===== config.mk =====
export PLATFORM = sky130hd
export DESIGN_NAME = fcs_flash_host
export DESIGN_NICKNAME = d
export VERILOG_FILES = /design/src/hw/fcs_pkg.sv /design/src/hw/fcs_bus_cycle.sv /design/src/hw/fcs_flash_host.sv
export SDC_FILE = /design/constraint.sdc
export NUM_CORES = 1
export LEC_CHECK = 0
export BUFFER_PORTS_ARGS = -buffer_cell sky130_fd_sc_hd__buf_2
export CORE_AREA = 2 2 149 151
export CTS_BUF_LIST = sky130_fd_sc_hd__clkbuf_4 sky130_fd_sc_hd__clkbuf_8
export CTS_CLUSTER_SIZE = 8
export DETAILED_ROUTE_END_ITERATION = 10
export DIE_AREA = 0 0 151 153
export SYNTH_ARGS = -nofsm -noshare
export SYNTH_HDL_FRONTEND = slang
export SYNTH_SLANG_ARGS = --single-unit

===== constraint.sdc =====
create_clock -name CLOCK_I -period 2.45 [get_ports CLOCK_I]
set_clock_uncertainty 0.2 [all_clocks]
set_input_delay 0 -clock CLOCK_I [delete_from_list [all_inputs] [get_ports CLOCK_I]]
set_output_delay 0 -clock CLOCK_I [all_outputs]
set_load 0.03 [all_outputs]

===== src/hw/fcs_pkg.sv =====
// shared constants, command encodings and carrier types of the flash command host
package fcs_pkg;

  // clock rate and bus timing, times in their own unit
  localparam int CLK_MHZ        = 125;
  localparam int T_ADDR_SETUP_NS = 10;
  localparam int T_STROBE_NS    = 50;
  localparam int T_STROBE_HI_NS = 30;
  localparam int T_READ_ACC_NS  = 90;
  localparam int SECT_LOAD_US   = 100;
  localparam int LOAD_GUARD_CYC = 64;

  // least times round up to whole cycles
  function automatic int ns2cyc(int ns);
    return (ns * CLK_MHZ + 999) / 1000;
  endfunction

  localparam logic [3:0] SETUP_CYC  = 4'(ns2cyc(T_ADDR_SETUP_NS));
  localparam logic [3:0] STROBE_CYC = 4'(ns2cyc(T_STROBE_NS));
  localparam logic [3:0] HIGH_CYC   = 4'(ns2cyc(T_STROBE_HI_NS));
  localparam logic [3:0] ACC_CYC    = 4'(ns2cyc(T_READ_ACC_NS));
  localparam int         SECT_LOAD_CYC = SECT_LOAD_US * CLK_MHZ;
  localparam int         MAX_SECTORS   = 19;

  // unlock addresses and command bytes
  localparam logic [19:0] ADDR_UNLOCK1    = 20'h00555;
  localparam logic [19:0] ADDR_UNLOCK2    = 20'h002aa;
  localparam logic [19:0] ADDR_ANY        = 20'h00000;
  localparam logic [7:0]  CMD_UNLOCK1     = 8'haa;
  localparam logic [7:0]  CMD_UNLOCK2     = 8'h55;
  localparam logic [7:0]  CMD_READ_RESET  = 8'hf0;
  localparam logic [7:0]  CMD_IDENT       = 8'h90;
  localparam logic [7:0]  CMD_PROGRAM     = 8'ha0;
  localparam logic [7:0]  CMD_ERASE_SETUP = 8'h80;
  localparam logic [7:0]  CMD_CHIP_ERASE  = 8'h10;
  localparam logic [7:0]  CMD_SECTOR      = 8'h30;
  localparam logic [7:0]  CMD_SUSPEND     = 8'hb0;
  localparam logic [7:0]  CMD_RESUME      = 8'h30;

  // status bit positions in the polled byte
  localparam int DATA_POLL_BIT = 7;
  localparam int LIMIT_BIT     = 5;

  typedef enum logic [3:0] {
    OP_RESET1, OP_RESET3, OP_IDENT, OP_PROGRAM, OP_CHIP_ERASE,
    OP_SECT_ERASE, OP_ADD_SECT, OP_SUSPEND, OP_RESUME, OP_READ
  } fcs_op_t;

  typedef enum {PH_IDLE, PH_SETUP, PH_STROBE, PH_HIGH, PH_READ} fcs_phase_t;
  typedef enum {S_IDLE, S_SEQ, S_READ, S_POLL, S_LOAD, S_SUSP} fcs_state_t;

  typedef struct packed {
    logic        wr;
    logic [19:0] addr;
    logic [7:0]  data;
  } fcs_cyc_t;

  typedef struct packed {
    logic        ce_n;
    logic        oe_n;
    logic        we_n;
    logic [19:0] addr;
    logic [7:0]  dq_o;
    logic        dq_oe;
  } fcs_pins_t;

  typedef struct packed {
    fcs_phase_t phase;
    logic [3:0] cnt;
    logic       wr;
    logic       ce_mode;
    fcs_pins_t  pins;
    logic [7:0] rdata;
    logic       done;
  } fcs_bus_st_t;

  typedef struct packed {
    fcs_state_t  state;
    fcs_op_t     op;
    logic [2:0]  step;
    logic [19:0] addr;
    logic [7:0]  data;
    logic        exp7;
    logic        recheck;
    logic        after_err;
    logic        ret_susp;
    logic [4:0]  sect_cnt;
    logic [15:0] timer;
    logic        cyc_start;
    logic        cyc_busy;
    fcs_cyc_t    cyc;
    logic        rsp_valid;
    logic        rsp_err;
    logic [7:0]  rsp_data;
  } fcs_top_st_t;

  // index of the last bus cycle of each command sequence
  function automatic logic [2:0] seq_last(fcs_op_t op);
    unique case (op)
      OP_RESET3, OP_IDENT:          return 3'd2;
      OP_PROGRAM:                   return 3'd3;
      OP_CHIP_ERASE, OP_SECT_ERASE: return 3'd5;
      default:                      return 3'd0;
    endcase
  endfunction

  // address and data of one write of a command sequence
  function automatic fcs_cyc_t seq_entry(fcs_op_t op, logic [2:0] step, logic [19:0] a, logic [7:0] d);
    fcs_cyc_t c;
    c.wr   = 1'b1;
    c.addr = ADDR_UNLOCK1;
    c.data = CMD_UNLOCK1;
    case (step)
      3'd1, 3'd4: begin
        c.addr = ADDR_UNLOCK2;
        c.data = CMD_UNLOCK2;
      end
      3'd2: begin
        c.data = (op == OP_RESET3) ? CMD_READ_RESET : (op == OP_IDENT) ? CMD_IDENT :
                 (op == OP_PROGRAM) ? CMD_PROGRAM : CMD_ERASE_SETUP;
      end
      3'd3: begin
        if (op == OP_PROGRAM) begin
          c.addr = a;
          c.data = d;
        end
      end
      3'd5: begin
        c.data = (op == OP_CHIP_ERASE) ? CMD_CHIP_ERASE : CMD_SECTOR;
        if (op == OP_SECT_ERASE) begin
          c.addr = a;
        end
      end
      default: begin
        unique case (op)
          OP_RESET1:  c = '{wr: 1'b1, addr: ADDR_ANY, data: CMD_READ_RESET};
          OP_ADD_SECT: c = '{wr: 1'b1, addr: a, data: CMD_SECTOR};
          OP_SUSPEND: c = '{wr: 1'b1, addr: ADDR_ANY, data: CMD_SUSPEND};
          OP_RESUME:  c = '{wr: 1'b1, addr: ADDR_ANY, data: CMD_RESUME};
          default:    c = c;
        endcase
      end
    endcase
    return c;
  endfunction

endpackage


===== src/hw/fcs_bus_cycle.sv =====
// one asynchronous write or read cycle on the flash pins
`timescale 1ns/10ps
module fcs_bus_cycle
  import fcs_pkg::*;
(
  input  wire logic       clk_i,
  input  wire logic       rst_n_i,
  input  wire logic       start_i,
  input  wire fcs_cyc_t   cyc_i,
  input  wire logic       ce_ctl_i,
  input  wire logic [7:0] dq_i,
  output fcs_pins_t       pins_o,
  output logic            done_o,
  output logic [7:0]      rdata_o
);

  if (SETUP_CYC == 4'h0 || STROBE_CYC == 4'h0 || HIGH_CYC == 4'h0 || ACC_CYC == 4'h0) begin : g_chk
    $error("bus phase counts must be between 1 and 15");
  end

  fcs_bus_st_t s_q;
  fcs_bus_st_t s_d;

  // phase sequencer; the strobe is we_n, or ce_n when ce-controlled
  always_comb begin
    s_d      = s_q;
    s_d.done = 1'b0;
    unique case (s_q.phase)
      PH_IDLE: begin
        if (start_i) begin
          s_d.wr         = cyc_i.wr;
          s_d.ce_mode    = ce_ctl_i;
          s_d.pins.addr  = cyc_i.addr;
          s_d.pins.dq_o  = cyc_i.data;
          s_d.pins.dq_oe = cyc_i.wr;
          s_d.pins.oe_n  = cyc_i.wr;
          if (cyc_i.wr) begin
            s_d.phase     = PH_SETUP;
            s_d.cnt       = SETUP_CYC;
            s_d.pins.we_n = !ce_ctl_i;
            s_d.pins.ce_n = ce_ctl_i;
          end else begin
            s_d.phase     = PH_READ;
            s_d.cnt       = ACC_CYC;
            s_d.pins.ce_n = 1'b0;
          end
        end
      end
      PH_SETUP: begin
        s_d.cnt = s_q.cnt - 4'h1;
        if (s_q.cnt == 4'h1) begin
          // address is stable before the falling strobe edge
          s_d.phase = PH_STROBE;
          s_d.cnt   = STROBE_CYC;
          if (s_q.ce_mode) begin
            s_d.pins.ce_n = 1'b0;
          end else begin
            s_d.pins.we_n = 1'b0;
          end
        end
      end
      PH_STROBE: begin
        s_d.cnt = s_q.cnt - 4'h1;
        if (s_q.cnt == 4'h1) begin
          // rising strobe latches the data, so data is held into PH_HIGH
          s_d.phase     = PH_HIGH;
          s_d.cnt       = HIGH_CYC;
          s_d.pins.ce_n = 1'b1;
          s_d.pins.we_n = 1'b1;
        end
      end
      PH_HIGH: begin
        s_d.cnt = s_q.cnt - 4'h1;
        if (s_q.cnt == 4'h1) begin
          s_d.phase      = PH_IDLE;
          s_d.pins.dq_oe = 1'b0;
          s_d.done       = 1'b1;
        end
      end
      PH_READ: begin
        s_d.cnt = s_q.cnt - 4'h1;
        if (s_q.cnt == 4'h1) begin
          s_d.phase     = PH_IDLE;
          s_d.rdata     = dq_i;
          s_d.pins.ce_n = 1'b1;
          s_d.pins.oe_n = 1'b1;
          s_d.done      = 1'b1;
        end
      end
    endcase
  end

  // state register, pins parked deselected during reset
  always_ff @(posedge clk_i) begin
    if (!rst_n_i) begin
      s_q       <= '0;
      s_q.phase <= PH_IDLE;
      s_q.pins  <= '{ce_n: 1'b1, oe_n: 1'b1, we_n: 1'b1, addr: 20'h00000, dq_o: 8'h00, dq_oe: 1'b0};
    end else begin
      s_q <= s_d;
    end
  end

  assign pins_o  = s_q.pins;
  assign done_o  = s_q.done;
  assign rdata_o = s_q.rdata;

  a_ce_style_hold: assert property (@(posedge clk_i) disable iff (!rst_n_i)
    (s_q.phase == PH_STROBE && s_q.ce_mode) |-> (!s_q.pins.we_n && !s_q.pins.ce_n && s_q.pins.oe_n))
    else $error("ce-controlled write lost we low or oe high");

  a_addr_data_stable: assert property (@(posedge clk_i) disable iff (!rst_n_i)
    (s_q.phase == PH_STROBE && $past(s_q.phase) == PH_STROBE) |->
      ($stable(s_q.pins.addr) && $stable(s_q.pins.dq_o) && s_q.pins.dq_oe))
    else $error("address or data moved while strobe low");

endmodule


===== src/hw/fcs_flash_host.sv =====
// host-side command sequencer for a byte-wide parallel flash
// Behaviour
// - writes: ce low, oe high, address before we falls, data held past rise
// - optional ce-controlled writes: we held low, ce pulsed as strobe
// - read mode via f0 anywhere, or aa/555, 55/2aa, f0/555
// - program is three unlocks ending a0/555, then target address and value
// - chip erase is six writes ending 10/555
// - sector erase sixth write is 30 to an address in the sector
// - extra sectors within 100 us each; erase begins 100 us later
// - suspend is b0 anywhere, only while sector erase is running; the host also issues it during the sector load window
`timescale 1ns/10ps
module fcs_flash_host
  import fcs_pkg::*;
#(
  parameter int SECT_LOAD_CYC_P = SECT_LOAD_CYC,
  parameter int MAX_SECT_P      = MAX_SECTORS
) (
  input  wire logic        CLOCK_I,
  input  wire logic        RST_N_I,
  input  wire logic        REQ_VALID_I,
  output logic             REQ_READY_O,
  input  wire fcs_op_t     REQ_OP_I,
  input  wire logic [19:0] REQ_ADDR_I,
  input  wire logic [7:0]  REQ_DATA_I,
  input  wire logic        CE_CTL_I,
  output logic             RSP_VALID_O,
  output logic             RSP_ERR_O,
  output logic [7:0]       RSP_DATA_O,
  output logic             BUSY_O,
  output logic             SUSPENDED_O,
  output logic [19:0]      FL_ADDR_O,
  input  wire logic [7:0]  FL_DQ_I,
  output logic [7:0]       FL_DQ_O,
  output logic             FL_DQ_OE_O,
  output logic             FL_CE_N_O,
  output logic             FL_OE_N_O,
  output logic             FL_WE_N_O
);

  if (SECT_LOAD_CYC_P <= LOAD_GUARD_CYC || SECT_LOAD_CYC_P > 65535 || MAX_SECT_P < 1 || MAX_SECT_P > 31) begin : g_chk
    $error("load window must fit 16 bits above the guard, sectors 1 to 31");
  end

  localparam logic [15:0] LOAD_END  = 16'(SECT_LOAD_CYC_P);
  localparam logic [15:0] LOAD_LAST = 16'(SECT_LOAD_CYC_P - LOAD_GUARD_CYC);
  localparam logic [4:0]  SECT_MAX  = 5'(MAX_SECT_P);

  fcs_top_st_t s_q;
  fcs_top_st_t s_d;
  fcs_pins_t   pins;
  logic        cyc_done;
  logic [7:0]  cyc_rdata;
  logic        accept;
  logic        strobe;

  fcs_bus_cycle u_cycle (
    .clk_i   (CLOCK_I),
    .rst_n_i (RST_N_I),
    .start_i (s_q.cyc_start),
    .cyc_i   (s_q.cyc),
    .ce_ctl_i(CE_CTL_I),
    .dq_i    (FL_DQ_I),
    .pins_o  (pins),
    .done_o  (cyc_done),
    .rdata_o (cyc_rdata)
  );

  // requests are taken only between bus cycles, so no request overlaps a bus cycle in flight
  assign REQ_READY_O = (s_q.state inside {S_IDLE, S_POLL, S_LOAD, S_SUSP}) && !s_q.cyc_busy && !s_q.cyc_start;
  assign accept      = REQ_VALID_I && REQ_READY_O;
  assign strobe      = !pins.we_n && !pins.ce_n;

  // command sequencer
  always_comb begin
    s_d           = s_q;
    s_d.cyc_start = 1'b0;
    s_d.rsp_valid = 1'b0;
    s_d.rsp_err   = 1'b0;
    if (s_q.cyc_start) begin
      s_d.cyc_busy = 1'b1;
    end
    if (cyc_done) begin
      s_d.cyc_busy = 1'b0;
    end
    unique case (s_q.state)
      S_IDLE: begin
        if (accept) begin
          s_d.op   = REQ_OP_I;
          s_d.addr = REQ_ADDR_I;
          s_d.data = REQ_DATA_I;
          s_d.step = 3'd0;
          unique case (REQ_OP_I)
            OP_READ: begin
              // plain array read, flash sits in read mode after reset
              s_d.state     = S_READ;
              s_d.ret_susp  = 1'b0;
              s_d.cyc       = '{wr: 1'b0, addr: REQ_ADDR_I, data: 8'h00};
              s_d.cyc_start = 1'b1;
            end
            OP_ADD_SECT, OP_SUSPEND, OP_RESUME: begin
              s_d.rsp_valid = 1'b1;
              s_d.rsp_err   = 1'b1;
            end
            default: s_d.state = S_SEQ;
          endcase
        end
      end
      S_SEQ: begin
        if (!s_q.cyc_busy && !s_q.cyc_start) begin
          s_d.cyc       = seq_entry(s_q.op, s_q.step, s_q.addr, s_q.data);
          s_d.cyc_start = 1'b1;
        end
        if (cyc_done && s_q.step != seq_last(s_q.op)) begin
          s_d.step = s_q.step + 3'd1;
        end else if (cyc_done) begin
          unique case (s_q.op)
            OP_IDENT: begin
              s_d.state     = S_READ;
              s_d.ret_susp  = 1'b0;
              s_d.cyc       = '{wr: 1'b0, addr: {19'h00000, s_q.addr[0]}, data: 8'h00};
              s_d.cyc_start = 1'b1;
            end
            OP_PROGRAM: begin
              s_d.state   = S_POLL;
              s_d.exp7    = s_q.data[DATA_POLL_BIT];
              s_d.recheck = 1'b0;
            end
            OP_CHIP_ERASE: begin
              s_d.state   = S_POLL;
              s_d.exp7    = 1'b1;
              s_d.addr    = ADDR_ANY;
              s_d.recheck = 1'b0;
            end
            OP_SECT_ERASE, OP_ADD_SECT: begin
              // timer restarts after every sector write
              s_d.state     = S_LOAD;
              s_d.timer     = 16'h0000;
              s_d.exp7      = 1'b1;
              s_d.recheck   = 1'b0;
              s_d.sect_cnt  = (s_q.op == OP_ADD_SECT) ? s_q.sect_cnt + 5'd1 : 5'd1;
              s_d.rsp_valid = (s_q.op == OP_ADD_SECT);
            end
            OP_SUSPEND: begin
              s_d.state     = S_SUSP;
              s_d.rsp_valid = 1'b1;
            end
            OP_RESUME: begin
              s_d.state     = S_POLL;
              s_d.rsp_valid = 1'b1;
            end
            default: begin
              // read/reset done; flags a failed run if it was the recovery reset
              s_d.state     = S_IDLE;
              s_d.rsp_valid = 1'b1;
              s_d.rsp_err   = s_q.after_err;
              s_d.after_err = 1'b0;
            end
          endcase
        end
      end
      S_READ: begin
        if (cyc_done) begin
          s_d.state     = s_q.ret_susp ? S_SUSP : S_IDLE;
          s_d.rsp_valid = 1'b1;
          s_d.rsp_data  = cyc_rdata;
        end
      end
      S_POLL: begin
        if (accept) begin
          // only suspend may interrupt, and only a sector erase
          if (REQ_OP_I == OP_SUSPEND && s_q.sect_cnt != 5'd0) begin
            s_d.op    = OP_SUSPEND;
            s_d.step  = 3'd0;
            s_d.state = S_SEQ;
          end else begin
            s_d.rsp_valid = 1'b1;
            s_d.rsp_err   = 1'b1;
          end
        end else if (cyc_done) begin
          if (cyc_rdata[DATA_POLL_BIT] == s_q.exp7) begin
            s_d.state     = S_IDLE;
            s_d.sect_cnt  = 5'd0;
            s_d.rsp_valid = 1'b1;
            s_d.rsp_data  = cyc_rdata;
          end else if (cyc_rdata[LIMIT_BIT] && s_q.recheck) begin
            // second look still not done: failed run, reset the flash
            s_d.op        = OP_RESET1;
            s_d.step      = 3'd0;
            s_d.after_err = 1'b1;
            s_d.sect_cnt  = 5'd0;
            s_d.state     = S_SEQ;
          end else begin
            // poll bit may change with the limit flag, so read once more
            s_d.recheck = cyc_rdata[LIMIT_BIT];
          end
        end else if (!s_q.cyc_busy && !s_q.cyc_start) begin
          s_d.cyc       = '{wr: 1'b0, addr: s_q.addr, data: 8'h00};
          s_d.cyc_start = 1'b1;
        end
      end
      S_LOAD: begin
        if (s_q.timer != LOAD_END) begin
          s_d.timer = s_q.timer + 16'h0001;
        end
        if (accept && REQ_OP_I == OP_ADD_SECT && s_q.sect_cnt < SECT_MAX && s_q.timer < LOAD_LAST) begin
          s_d.op    = OP_ADD_SECT;
          s_d.addr  = REQ_ADDR_I;
          s_d.step  = 3'd0;
          s_d.state = S_SEQ;
        end else if (accept && REQ_OP_I == OP_SUSPEND) begin
          s_d.op    = OP_SUSPEND;
          s_d.step  = 3'd0;
          s_d.state = S_SEQ;
        end else if (accept) begin
          s_d.rsp_valid = 1'b1;
          s_d.rsp_err   = 1'b1;
        end else if (s_q.timer == LOAD_END) begin
          // window closed, erase now runs; status flags poll from here
          s_d.state = S_POLL;
        end
      end
      S_SUSP: begin
        if (accept && REQ_OP_I == OP_READ) begin
          s_d.state     = S_READ;
          s_d.ret_susp  = 1'b1;
          s_d.cyc       = '{wr: 1'b0, addr: REQ_ADDR_I, data: 8'h00};
          s_d.cyc_start = 1'b1;
        end else if (accept && REQ_OP_I == OP_RESUME) begin
          s_d.op    = OP_RESUME;
          s_d.step  = 3'd0;
          s_d.state = S_SEQ;
        end else if (accept) begin
          s_d.rsp_valid = 1'b1;
          s_d.rsp_err   = 1'b1;
        end
      end
    endcase
  end

  // state register
  always_ff @(posedge CLOCK_I) begin
    if (!RST_N_I) begin
      s_q       <= '0;
      s_q.state <= S_IDLE;
      s_q.op    <= OP_READ;
    end else begin
      s_q <= s_d;
    end
  end

  assign RSP_VALID_O = s_q.rsp_valid;
  assign RSP_ERR_O   = s_q.rsp_err;
  assign RSP_DATA_O  = s_q.rsp_data;
  assign BUSY_O      = (s_q.state != S_IDLE);
  assign SUSPENDED_O = (s_q.state == S_SUSP);
  assign FL_ADDR_O   = pins.addr;
  assign FL_DQ_O     = pins.dq_o;
  assign FL_DQ_OE_O  = pins.dq_oe;
  assign FL_CE_N_O   = pins.ce_n;
  assign FL_OE_N_O   = pins.oe_n;
  assign FL_WE_N_O   = pins.we_n;

  a_write_oe_high: assert property (@(posedge CLOCK_I) disable iff (!RST_N_I)
    strobe |-> (FL_OE_N_O && FL_DQ_OE_O))
    else $error("write strobe while outputs enabled");

  a_reset_one_cycle: assert property (@(posedge CLOCK_I) disable iff (!RST_N_I)
    (accept && s_q.state == S_IDLE && REQ_OP_I == OP_RESET1) |-> ##[1:30] (strobe && FL_DQ_O == CMD_READ_RESET))
    else $error("single-cycle reset did not write f0");

  a_program_setup: assert property (@(posedge CLOCK_I) disable iff (!RST_N_I)
    (accept && s_q.state == S_IDLE && REQ_OP_I == OP_PROGRAM) |->
      ##[1:200] (strobe && FL_DQ_O == CMD_PROGRAM && FL_ADDR_O == ADDR_UNLOCK1))
    else $error("program setup a0 to 555 not written");

  a_chip_erase_cmd: assert property (@(posedge CLOCK_I) disable iff (!RST_N_I)
    (accept && s_q.state == S_IDLE && REQ_OP_I == OP_CHIP_ERASE) |->
      ##[1:300] (strobe && FL_DQ_O == CMD_CHIP_ERASE && FL_ADDR_O == ADDR_UNLOCK1))
    else $error("chip erase sixth cycle missing");

  a_sector_cmd_addr: assert property (@(posedge CLOCK_I) disable iff (!RST_N_I)
    (accept && s_q.state == S_IDLE && REQ_OP_I == OP_SECT_ERASE) |->
      ##[1:300] (strobe && FL_DQ_O == CMD_SECTOR && FL_ADDR_O == s_q.addr))
    else $error("sector command not written to the sector address");

  a_load_window: assert property (@(posedge CLOCK_I) disable iff (!RST_N_I)
    ($rose(s_q.state == S_SEQ) && s_q.op == OP_ADD_SECT) |-> $past(s_q.timer) < LOAD_LAST)
    else $error("extra sector started too late in the load window");

  a_suspend_gate: assert property (@(posedge CLOCK_I) disable iff (!RST_N_I)
    (accept && REQ_OP_I == OP_SUSPEND && s_q.state inside {S_IDLE, S_SUSP}) |=> (s_q.state != S_SEQ && RSP_ERR_O))
    else $error("suspend issued with no sector erase running");

  a_erase_only_suspend: assert property (@(posedge CLOCK_I) disable iff (!RST_N_I)
    (accept && s_q.state == S_POLL && REQ_OP_I != OP_SUSPEND) |=> (s_q.state == S_POLL && RSP_VALID_O && RSP_ERR_O))
    else $error("command other than suspend let through during erase");

endmodule


==> metrics.cfg <==
[status]
status = complete, no violations

[final_layout]
final_area_um2 = 11130
mostFrequentLayoutCell = nand2_1
nets = 1322
layout_common_cells = nand2_1, dfxtp_1, buf_4
diodes = 0
area_delta_synth_final_pct = 30.71
fin_cells = 1559
drive_gt1_share_pct = 25.72

[global_routing]
grt_overflow = 0
track_usage_pct = 21.98
grt_pass1_wl_um = 40940
grt_max_degree = 68
antenna_found_initial = 0
grt_pass1_vias = 8094

[timing]
rsz0062_at_grt = yes
slew_headroom_pct = 58.83
worst_slew_pin_slew_ps = 617.5
fin_ws_ps = 35.84
fin_crit_sh_pct = 98.54
finalSetupViolations = 0
layout_min_cycle_time_ps = 2414
maxSlewViolCount = 0
report.final.hold_viol_count = 0
tns_ps = 0
max_freq_ghz = 0.4142

[critical_path]
cp_cell_sequence = inv_2 > ha_1 > nor4b_2 > o211a_1 > o21ba_4 > nor4b_4 > o21ai_1 > or4_1 > o211a_1
endpoint_kind = flop
critPathTopFamily = simple AND/OR/NAND/NOR gates
critical_path_peak_fanout = 2
critPathMaxStageDelay_ps = 420
crit_top_cell = o211a_1
worstSetupPathType = reg -> reg
worst_ep_arrival_time_ps = 2570
required_ps = 2600
r2r_start = s_q[57]
critPathLaunch = s_q[57]
cp_slowest_cell = or4_1
cp_num_buf_inv = 1
critPathLaunchType = flop

[floorplan]
dieArea_um2 = 23100
rows = 54
core-area_um2 = 21490
io_pins = 89
initial_core_util_pct = 39.63
die_h_um = 153
fp.dieW_um = 151

[logic_synthesis]
synth_compound_gate_area_share_pct = 25.11
yosys-mux-area-fraction_pct = 2.469
yosys.area_share.xor_xnor_pct = 2.381
ys_seq_area_share_pct = 35.97
synth_edf_count = 0
synth_fp_nets = 1134
synth.avg_cell_area_um2 = 7.891
synth_top_family_by_area = compound AO/OA/AOI/OAI gates
yosys.area_share.simple_pct = 24.39
yosysWarnings = 0
async_flop_share_pct = 0
synthCells = 1079
synth_cell_type_count = 81
synth_seq_cells = 153
synth_area_um2 = 8514
synthAdderAreaFrac_pct = 1.734
synthFlopType = dfxtp_1

[drt]
routedWlPerCell_um = 16.55
vias = 8413
drc = 0
first_pass_iters = 5
ant_nets = 0
first_iter_violations = 618
drt-vias-per-instance = 5.396
wirelength_um = 25800

[cts]
clk_pin_slew_worst_paths_ps = 90
clock-sinks = 153
root_buffer = clkbuf_8
cts_buffers = 17
cts_tree = yes
insertion_delay_ps = 470
htreeDepth = 4
clock_path_buffers = 2

[place]
dp.cells = 1464
pre_cts_ws_ps = -70.75
post_dp_cell_area_um2 = 9804
dp.final_hpwl_um = 17820
port_buffers = 88
gp_congestion = 0.9050

[worst_hold_path]
hp-start = REQ_VALID_I
hp-class = in -> reg

[power]
p_leak_nw = 4.409
peakVddDrop_mv = 0.4699
power_density_nw_per_um2 = 940.2

[flow_run]
maxCapViolations = 0

-- cells in the mapped netlist (7+ instances only) --
cell type | instances | area [um2]
nor3b_1 | 8 | 60.06
nor2b_1 | 38 | 237.7
a31oi_1 | 24 | 150.1
ha_1 | 11 | 137.6
nand3_1 | 46 | 230.2
a22oi_1 | 18 | 135.1
a21oi_1 | 41 | 205.2
clkbuf_1 | 55 | 206.5
nor3_1 | 13 | 65.06
nand2b_1 | 9 | 56.30
xor2_1 | 14 | 122.6
mux2i_1 | 21 | 210.2
o22ai_1 | 8 | 50.05
dfxtp_1 | 153 | 3063
nor2_1 | 72 | 270.3
nand2_1 | 177 | 664.4
buf_2 | 15 | 75.07
a32oi_1 | 7 | 61.31
o21ai_0 | 79 | 395.4
a21boi_0 | 41 | 307.8
and3_1 | 10 | 62.56
o211ai_1 | 9 | 67.56
o21a_1 | 9 | 67.56
a22o_1 | 10 | 87.58
inv_1 | 22 | 82.58
buf_4 | 37 | 277.8
-- worst min-delay path, cell delays in order --
cell and delay (ps):
buf_2 130, and4_1 210, buf_4 180, nand2_1 60
a21boi_0 60
-- flip-flops by register name, summed over array words and instances (netlist names) --
| name | flops |
|---|---|
| RSP_ERR_O | 1 |
| u_cycle.pins_o | 32 |
| u_cycle.done_o | 1 |
| RSP_DATA_O | 8 |
| s_q | 94 |
| u_cycle.s_q | 8 |
| RSP_VALID_O | 1 |
| u_cycle.rdata_o | 8 |
-- cell type report --
class | instances | area, um2
clock buffers | 19 | 249.0
clock inverters | 12 | 190.2
well taps | 280 | 350.3
inverters | 23 | 88.84
repair buffers | 279 | 2148
multi-input cells | 793 | 5024
fillers | 2066 | 10360
flip-flops and latches | 153 | 3079
-- cells by family after synthesis --
| group | after synthesis |
|---|---|
| multiplexers | 21 |
| XOR/XNOR | 21 |
| AO/OA/AOI/OAI | 313 |
| buffers and inverters | 134 |
| flip-flops | 153 |
| adder cells (fa/ha/maj) | 12 |
| AND/OR/NAND/NOR | 425 |
-- per-stage QoR --
stage               hold WS, ps  total power [W]  utilization [%]
floorplan                -67.42         0.006168                -
global placement          50.58         0.007792            45.63
detailed placement        63.49         0.007834            45.63
CTS                       16.76          0.01012            50.09
global route              23.32          0.01113            51.80
finish                    24.82          0.01046            51.80
-- worst paths after layout --
path / end / slack [ps] / depth (start not counted)
setup / recovery: s_q[101] / 40 / 9
hold / removal: s_q[73] / 20 / 5
setup reg to reg: s_q[101] / 40 / 9
hold reg to reg: u_cycle.pins_o[3] / 260 / 2
-- where the power goes --
group	internal [W]	switching [W]
clock	0.00115	0.00106
combinational	0.00212	0.00280
sequential	0.00294	0.000395
-- routing by layer --
metal	GRT usage (%)	routed length [um]	up-vias
met5	0	0	-
met4	6.186	537	0
met3	4.179	1306	41
met2	36.19	12150	218
met1	29.31	11800	3963
li1	-	-	4191
-- repair_timing --
item / 4_1_cts / 5_1_grt
cloned: 0 / 4
pin swaps: 1 / 14
buffers inserted: 1 / 10
setup endpoints to repair: 19 / 86
hold buffers: 50 / 0
gates resized for setup: 7 / 56
endpoints found under the hold margin: 84 / 0
No activity file was read; power rests on OpenSTA's default activity.
